**src/annp_pkg.sv**
```systemverilog
/*
 * Shared constants of the next-page transmit register bank: register
 * offsets, field positions, reset values and the crossover mode encoding.
 * Assumes a 5-bit management register address and 16-bit register words.
 */
package annp_pkg;

    // ==========================================================
    // register map
    // ==========================================================
    localparam int ANNP_ADDR_W = 5;
    localparam int ANNP_DATA_W = 16;
    localparam logic [4:0] ANNP_OFS_NEXT_PAGE_TX = 5'h07;
    localparam logic [4:0] ANNP_OFS_PHY_STATUS = 5'h10;

    // ==========================================================
    // next_page_transmit fields
    // ==========================================================
    localparam int ANNP_BIT_MORE_PAGES = 15;
    localparam int ANNP_BIT_NP_RSVD = 14;
    localparam int ANNP_BIT_MSG_PAGE = 13;
    localparam int ANNP_BIT_COMPLY_ACK = 12;
    localparam int ANNP_BIT_TX_TOGGLE = 11;
    localparam int ANNP_CODE_MSB = 10;
    localparam int ANNP_CODE_W = 11;

    localparam logic ANNP_RST_MORE_PAGES = 1'h0;
    localparam logic ANNP_RST_MSG_PAGE = 1'h1;
    localparam logic ANNP_RST_COMPLY_ACK = 1'h0;
    localparam logic ANNP_RST_TX_TOGGLE = 1'h0;
    // null message page
    localparam logic [10:0] ANNP_RST_CODE = 11'h001;

    // ==========================================================
    // phy_status_summary fields
    // ==========================================================
    localparam int ANNP_BIT_ST_RSVD = 15;
    localparam int ANNP_BIT_XOVER_STATE = 14;
    localparam int ANNP_ST_LOW_W = 14;
    localparam logic ANNP_RST_XOVER_STATE = 1'h0;

    // ==========================================================
    // crossover pair assignment
    // ==========================================================
    typedef enum logic {
        ANNP_PAIRS_NORMAL,
        ANNP_PAIRS_SWAPPED
    } annp_pairs_t;

endpackage : annp_pkg

```
**src/annp_xover_status.sv**
```systemverilog
/*
 * Crossover state indicator: derives the reported pair assignment from the
 * crossover enable and force settings and the crossover algorithm's choice.
 * Assumes all inputs come from logic on ref_clk.
 */
`timescale 1ns/1ps
module annp_xover_status
    import annp_pkg::*;
(
    input wire logic ref_clk,
    input wire logic sys_rst,
    input wire logic clk_en,
    input wire logic crossover_enable,
    input wire logic crossover_force,
    input wire logic algo_swapped,
    output logic crossover_state
);

    // ==========================================================
    // state selection
    // ==========================================================
    annp_pairs_t pairs;
    annp_pairs_t next_pairs;

    always_comb begin
        // forcing wins; with crossover disabled the pairs stay normal
        if (crossover_force) begin
            next_pairs = ANNP_PAIRS_SWAPPED;
        end else if (crossover_enable) begin
            // follows the algorithm every cycle as it alternates
            next_pairs = algo_swapped ? ANNP_PAIRS_SWAPPED : ANNP_PAIRS_NORMAL;
        end else begin
            next_pairs = ANNP_PAIRS_NORMAL;
        end
    end

    always_ff @(posedge ref_clk) begin
        if (sys_rst) begin
            pairs <= ANNP_PAIRS_NORMAL;
        end else if (clk_en) begin
            pairs <= next_pairs;
        end
    end

    // 1 means receive on the transmit pair and transmit on the receive pair
    assign crossover_state = (pairs == ANNP_PAIRS_SWAPPED);

endmodule : annp_xover_status

```
**src/annp_next_page_regs.sv**
```systemverilog
/*
 * Next-page transmit register and top of the phy status summary register,
 * as seen on the management register port, plus the link code word handed
 * to the auto-negotiation arbitration logic.
 * Assumes the register port, arbitration and crossover logic all run on
 * ref_clk; strobes are one-cycle pulses qualified by clk_en.
 * clk_en low freezes every register here, the read answer included.
 * The crossover indicator itself is built in annp_xover_status.
 */
// Notes on behaviour
// - bit 15 asks for another next page; read-write, resets to 0.
// - bit 14 of the next-page register ignores writes and reads 0.
// - bit 13 selects message page (1) or unformatted page; resets to 1.
// - bit 12 says local device will comply with message; read-write, resets 0.
// - bit 11 is read-only, opposite of toggle in previously exchanged code word.
// - bits 10:0 are the read-write code field, reset to null page 001.
// - status bit 15 ignores writes and reads 0.
// - status bit 14 shows crossover state from enable and force settings.
// - with crossover enabled, not forced, the bit tracks the algorithm live.
// - status bit 14 reads 1 for swapped pairs, 0 for normal pairs.
`timescale 1ns/1ps
module annp_next_page_regs
    import annp_pkg::*;
(
    input wire logic ref_clk,
    input wire logic sys_rst,
    input wire logic clk_en,
    input wire logic [4:0] reg_addr,
    input wire logic [15:0] reg_wdata,
    input wire logic reg_wr,
    input wire logic reg_rd,
    output logic [15:0] reg_rdata,
    output logic reg_rvalid,
    input wire logic base_page_sent,
    input wire logic base_page_toggle,
    input wire logic next_page_sent,
    output logic [15:0] tx_link_code_word,
    output logic next_page_loaded,
    input wire logic crossover_enable,
    input wire logic crossover_force,
    input wire logic algo_swapped,
    input wire logic [13:0] status_low_bits,
    output logic crossover_state
);

    // ==========================================================
    // helpers
    // ==========================================================
    // assembles the 16-bit next-page word; bit 14 is always 0
    // the toggle comes in as an argument so reads and sends share one layout
    function automatic logic [15:0] annp_pack(input logic more, input logic msg,
                                              input logic ack, input logic tog,
                                              input logic [10:0] code);
        logic [15:0] w;
        w = 16'h0000;
        w[ANNP_BIT_MORE_PAGES] = more;
        w[ANNP_BIT_NP_RSVD] = 1'b0;
        w[ANNP_BIT_MSG_PAGE] = msg;
        w[ANNP_BIT_COMPLY_ACK] = ack;
        w[ANNP_BIT_TX_TOGGLE] = tog;
        w[ANNP_CODE_MSB:0] = code;
        return w;
    endfunction : annp_pack

    // one compare per register keeps the write and read decodes in step
    function automatic logic annp_hit(input logic [4:0] addr, input logic [4:0] ofs);
        return addr == ofs;
    endfunction : annp_hit

    // ==========================================================
    // next-page register state
    // ==========================================================
    logic more_pages_wanted;
    logic message_page_flag;
    logic comply_ack;
    logic tx_toggle_flag;
    logic [10:0] page_code;
    // set by a write, cleared by a send; a write in the same cycle wins
    logic page_pending;
    // last word handed to the arbitration logic; holds between sends
    logic [15:0] sent_word;

    logic next_more_pages_wanted;
    logic next_message_page_flag;
    logic next_comply_ack;
    logic next_tx_toggle_flag;
    logic [10:0] next_page_code;
    logic next_page_pending;
    logic [15:0] next_sent_word;

    logic wr_np;
    logic [15:0] np_word;

    // ==========================================================
    // address decode
    // ==========================================================
    // a write that hits the status offset decodes to nothing and is dropped
    logic rd_np;
    logic rd_st;

    assign wr_np = reg_wr && annp_hit(reg_addr, ANNP_OFS_NEXT_PAGE_TX);
    assign rd_np = annp_hit(reg_addr, ANNP_OFS_NEXT_PAGE_TX);
    assign rd_st = annp_hit(reg_addr, ANNP_OFS_PHY_STATUS);
    assign np_word = annp_pack(more_pages_wanted, message_page_flag, comply_ack,
                               tx_toggle_flag, page_code);

    always_comb begin
        // hold everything unless a write or a send says otherwise
        next_more_pages_wanted = more_pages_wanted;
        next_message_page_flag = message_page_flag;
        next_comply_ack = comply_ack;
        next_tx_toggle_flag = tx_toggle_flag;
        next_page_code = page_code;
        next_page_pending = page_pending;
        next_sent_word = sent_word;

        if (wr_np) begin
            // bit 14 and the toggle bit are not taken from the write
            next_more_pages_wanted = reg_wdata[ANNP_BIT_MORE_PAGES];
            next_message_page_flag = reg_wdata[ANNP_BIT_MSG_PAGE];
            next_comply_ack = reg_wdata[ANNP_BIT_COMPLY_ACK];
            next_page_code = reg_wdata[ANNP_CODE_MSB:0];
        end

        if (base_page_sent) begin
            // first next page must carry the opposite of the base page toggle
            next_tx_toggle_flag = ~base_page_toggle;
        end else if (next_page_sent) begin
            // word is taken from the fields as they stand before this cycle's write
            next_sent_word = np_word;
            next_tx_toggle_flag = ~tx_toggle_flag;
        end

        // a new page written in the same cycle as a send stays pending
        if (wr_np) begin
            next_page_pending = 1'b1;
        end else if (next_page_sent) begin
            next_page_pending = 1'b0;
        end
    end

    // reset wins over the enable; every field holds while clk_en is low
    always_ff @(posedge ref_clk) begin
        if (sys_rst) begin
            more_pages_wanted <= ANNP_RST_MORE_PAGES;
            message_page_flag <= ANNP_RST_MSG_PAGE;
            comply_ack <= ANNP_RST_COMPLY_ACK;
            // toggle restarts at 0; the first base page sets it properly
            tx_toggle_flag <= ANNP_RST_TX_TOGGLE;
            page_code <= ANNP_RST_CODE;
            page_pending <= 1'b0;
            sent_word <= 16'h0000;
        end else if (clk_en) begin
            more_pages_wanted <= next_more_pages_wanted;
            message_page_flag <= next_message_page_flag;
            comply_ack <= next_comply_ack;
            tx_toggle_flag <= next_tx_toggle_flag;
            page_code <= next_page_code;
            page_pending <= next_page_pending;
            sent_word <= next_sent_word;
        end
    end

    // both outputs are plain register copies, so they never glitch
    assign tx_link_code_word = sent_word;
    assign next_page_loaded = page_pending;

    // ==========================================================
    // crossover status
    // ==========================================================
    // live in the indicator; this bank only reports it
    annp_xover_status u_xover (
        .ref_clk(ref_clk),
        .sys_rst(sys_rst),
        .clk_en(clk_en),
        .crossover_enable(crossover_enable),
        .crossover_force(crossover_force),
        .algo_swapped(algo_swapped),
        .crossover_state(crossover_state)
    );

    // ==========================================================
    // read path
    // ==========================================================
    // only bits 15 and 14 belong to this bank; 13:0 pass through untouched
    logic [15:0] status_word;
    logic [15:0] next_reg_rdata;
    logic next_reg_rvalid;

    always_comb begin
        status_word = 16'h0000;
        status_word[ANNP_BIT_ST_RSVD] = 1'b0;
        status_word[ANNP_BIT_XOVER_STATE] = crossover_state;
        status_word[ANNP_ST_LOW_W-1:0] = status_low_bits;
    end

    // rdata holds between reads so a slow reader can still pick it up
    always_comb begin
        next_reg_rdata = reg_rdata;
        next_reg_rvalid = 1'b0;
        if (reg_rd) begin
            next_reg_rvalid = 1'b1;
            if (rd_np) begin
                next_reg_rdata = np_word;
            end else if (rd_st) begin
                next_reg_rdata = status_word;
            end else begin
                // unmapped offsets answer with zero rather than stale data
                next_reg_rdata = 16'h0000;
            end
        end
    end

    // clk_en low also holds rvalid, so a pulse caught by a freeze stands longer
    always_ff @(posedge ref_clk) begin
        if (sys_rst) begin
            reg_rdata <= 16'h0000;
            reg_rvalid <= 1'b0;
        end else if (clk_en) begin
            reg_rdata <= next_reg_rdata;
            reg_rvalid <= next_reg_rvalid;
        end
    end

endmodule : annp_next_page_regs

```
**config.mk**
```make
export PLATFORM = sky130hd
export DESIGN_NAME = annp_next_page_regs
export DESIGN_NICKNAME = d
export VERILOG_FILES = /design/src/annp_pkg.sv /design/src/annp_xover_status.sv /design/src/annp_next_page_regs.sv
export SDC_FILE = /design/constraint.sdc
export NUM_CORES = 1
export LEC_CHECK = 0
export BUFFER_PORTS_ARGS = -buffer_cell sky130_fd_sc_hd__clkbuf_2
export CORE_MARGIN = 2
export CORE_UTILIZATION = 36
export CTS_CLUSTER_SIZE = 40
export DETAILED_ROUTE_END_ITERATION = 8
export SLEW_MARGIN = 5
export SYNTH_ARGS = -nofsm -noshare
export SYNTH_HDL_FRONTEND = slang
export SYNTH_SLANG_ARGS = --single-unit
export TNS_END_PERCENT = 20
```
**constraint.sdc**
```tcl
create_clock -name ref_clk -period 1.1 [get_ports ref_clk]
set_input_delay 0 -clock ref_clk [delete_from_list [all_inputs] [get_ports ref_clk]]
set_output_delay 0 -clock ref_clk [all_outputs]
set_load 0.1 [all_outputs]
```
==> results.cfg <==
[job]
max-cap-violations = 0

[timing]
slew_viol_final = 0
rsz0062_at_grt = no
hold_violations = 0
fin_crit_sh_pct = 94.7
setup-violations-final = 0
max_clock_freq_mhz = 959
fin_crit_ns = 1.04
clock_skew_ns = 0.00902

[logic_synthesis]
netlist_instances = 243
syn_avg_cell_area_um2 = 8.84
ys_warn_count = 0
synth_area_um2 = 2150
syn_nets = 289
synth_cell_types = 27
synth-seq-cells = 49
ys_seq_area_share_pct = 45.7

[routing]
drt_iter0_drc = 108
wl_per_cell_um = 13.3
drt.antenna.violating_nets = 0
routed_wirelength_mm = 5.56
drt_first_pass_iters = 4
drc = 0
num_vias = 2041
avgViaCountPerCell = 4.87

[place]
dpl_cell_area_um2 = 3050
port_buffers = 77
place_congestion = 0.728
dp_hpwl_mm = 3.80
dp.cells = 380

[final_layout]
layout_common_cells = 43 x dfxtp_1, 43 x clkbuf_2, 34 x nand2_1
final_nets = 389
area_growth_pct = 61.5
diodes = 0
drive_gt1_share_pct = 29.9
final_cell_count_no_fill = 419
design_area_um2 = 3470

[global_route]
grt_overflow = 0
grt_pass1_wl_mm = 8.54
grt_usage_pct = 17.0
grt_pass1_vias = 1819
grt_max_degree = 64
antenna_found_initial = 0

[critical_path]
endpoint_kind = register
arrival_ns = 1.26
cp_slowest_cell = dlygate4sd3_1
crit_path_start_kind = input pin
critPathBufInv = 3
worst-endpoint-required_ns = 1.31
crit_chain = dlygate4sd3_1 > clkbuf_2 > and2_4 > buf_12 > nor2_1 > a311oi_1
crit_path_max_fanout = 15
crit_family = buffers and inverters
max_stage_delay_ns = 0.54
rrSetupSlack_ns = 0.18
critPathKind = input pin to register

[power]
power_density_nw_per_um2 = 1100
ir_worst_vdd_mv = 0.637
power_mw = 3.81
p_leak_nw = 1.30

[cts]
post-cts-setup-buffers = 0
clk-insertion-delay-late_ns = 0.31
cts_root_buf = clkbuf_8
htree_levels = 2
cts_buffers = 5
clockBufferDepth = 2
cts.clk_slew.worst_paths_ns = 0.10
clock_sinks = 49
cts_tree = done

[floorplanning]
coreArea_um2 = 5850
die-area_um2 = 6600
die-width_um = 81.2
die-height_um = 81.2
rows = 28
start_util_pct = 36.7
ios = 81

[run_status]
status = finished clean

[worst_hold_path]
hold_path_class = input pin to register
[tightest hold or removal path, cell delays in order]
cell	delay, ns
clkbuf_2	0.08
a21oi_1	0.11
a211oi_1	0.08
[cell families (layout without fill, tap and decap cells)]
logic type             count (synthesis)  after routing  share of synthesized area, %
AO/OA/AOI/OAI                         39             39                          12.0
multiplexers                          14             14                          6.53
buffers and inverters                 23            124                          6.18
AND/OR/NAND/NOR                      117            117                          29.4
other                                  1              1                         0.175
flip-flops                            49             49                          45.7
[cell usage after synthesis]
cell type  instances  area [µm²]
nor2b_1            2        12.5
mux2i_1           14         140
a311oi_1          14         123
nor2_1            19        71.3
buf_12             1        20.0
nand3b_1          15         113
and2_1             1        6.26
conb_1             1        3.75
nand3_1           14        70.1
nor4b_4            1        23.8
a21boi_0           1        7.51
nand4b_1           1        8.76
nor3b_1            1        7.51
buf_6              2        22.5
nand2b_1          25         156
a21oi_1           20         100
dfxtp_1           49         981
buf_2              6        30.0
buf_4              2        15.0
nand4_1            1        6.26
clkbuf_1          12        45.0
nand2_1           34         128
and4_4             1        11.3
and3b_1            2        17.5
o21ba_1            1        10.0
a211oi_1           1        7.51
o21ai_0            2        10.0
[worst paths after layout]
path / startpoint / cells past startpoint / end
hold reg to reg: page_code[0] / 2 / tx_link_code_word[0]
setup reg to reg: tx_toggle_flag / 2 / reg_rdata[11]
setup / recovery: reg_rd / 6 / reg_rdata[11]
hold / removal: algo_swapped / 3 / u_xover.crossover_state
[sequential cells by signal, summed over array words and instances, names as in the netlist]
name and flops:
tx_toggle_flag 1, message_page_flag 1, next_page_loaded 1, reg_rdata 16, u_xover.crossover_state 1, comply_ack 1
page_code 11, more_pages_wanted 1, reg_rvalid 1, tx_link_code_word 15
[layer usage]
metal / part of all wire [%] / wire (µm) / GRT usage, % / vias up
met5: 0 / 0 / 0 / -
met4: 0.77 / 43 / 6.61 / 0
met3: 5.0 / 277 / 3.11 / 2
met2: 48 / 2670 / 27.4 / 55
met1: 46 / 2570 / 22.6 / 944
li1: - / - / - / 1040
[cell type report]
| cell class | instances | area, µm² |
|---|---|---|
| fill | 505 | 2380 |
| timing repair buffer | 116 | 1260 |
| multi-input combinational | 171 | 1040 |
| clock buffer | 5 | 68.8 |
| clock inverter | 3 | 25.0 |
| sequential | 49 | 988 |
| tap | 75 | 93.8 |
[repair_timing]
| action | CTS | global route |
|---|---|---|
| gates resized for setup | 0 | 2 |
| hold endpoints to repair | 30 | 0 |
| hold buffers | 30 | 0 |
| endpoints found under the setup margin | 0 | 7 |
[power by group]
part           switching [mW]  total (mW)  internal, mW
Combinational           0.488       0.840         0.353
Sequential             0.0418        1.86          1.82
Clock                   0.650        1.11         0.464
Total                    1.18        3.81          2.64
[metrics by stage]
stage | utilization [%] | setup TNS, ns | hold slack, ns | worst slack, ns
2_1_floorplan | - | -5.16 | 0.155 | -0.258
3_3_place_gp | 52.1 | 0 | 0.248 | 0.0453
5_1_grt | 59.3 | 0 | 0.0363 | 0.00560
4_1_cts | 58.8 | 0 | 0.000261 | 0.0395
3_5_place_dp | 52.1 | 0 | 0.249 | 0.00400
6_report | 59.3 | 0 | 0.00318 | 0.0578
(Power assumes the default switching activity.)
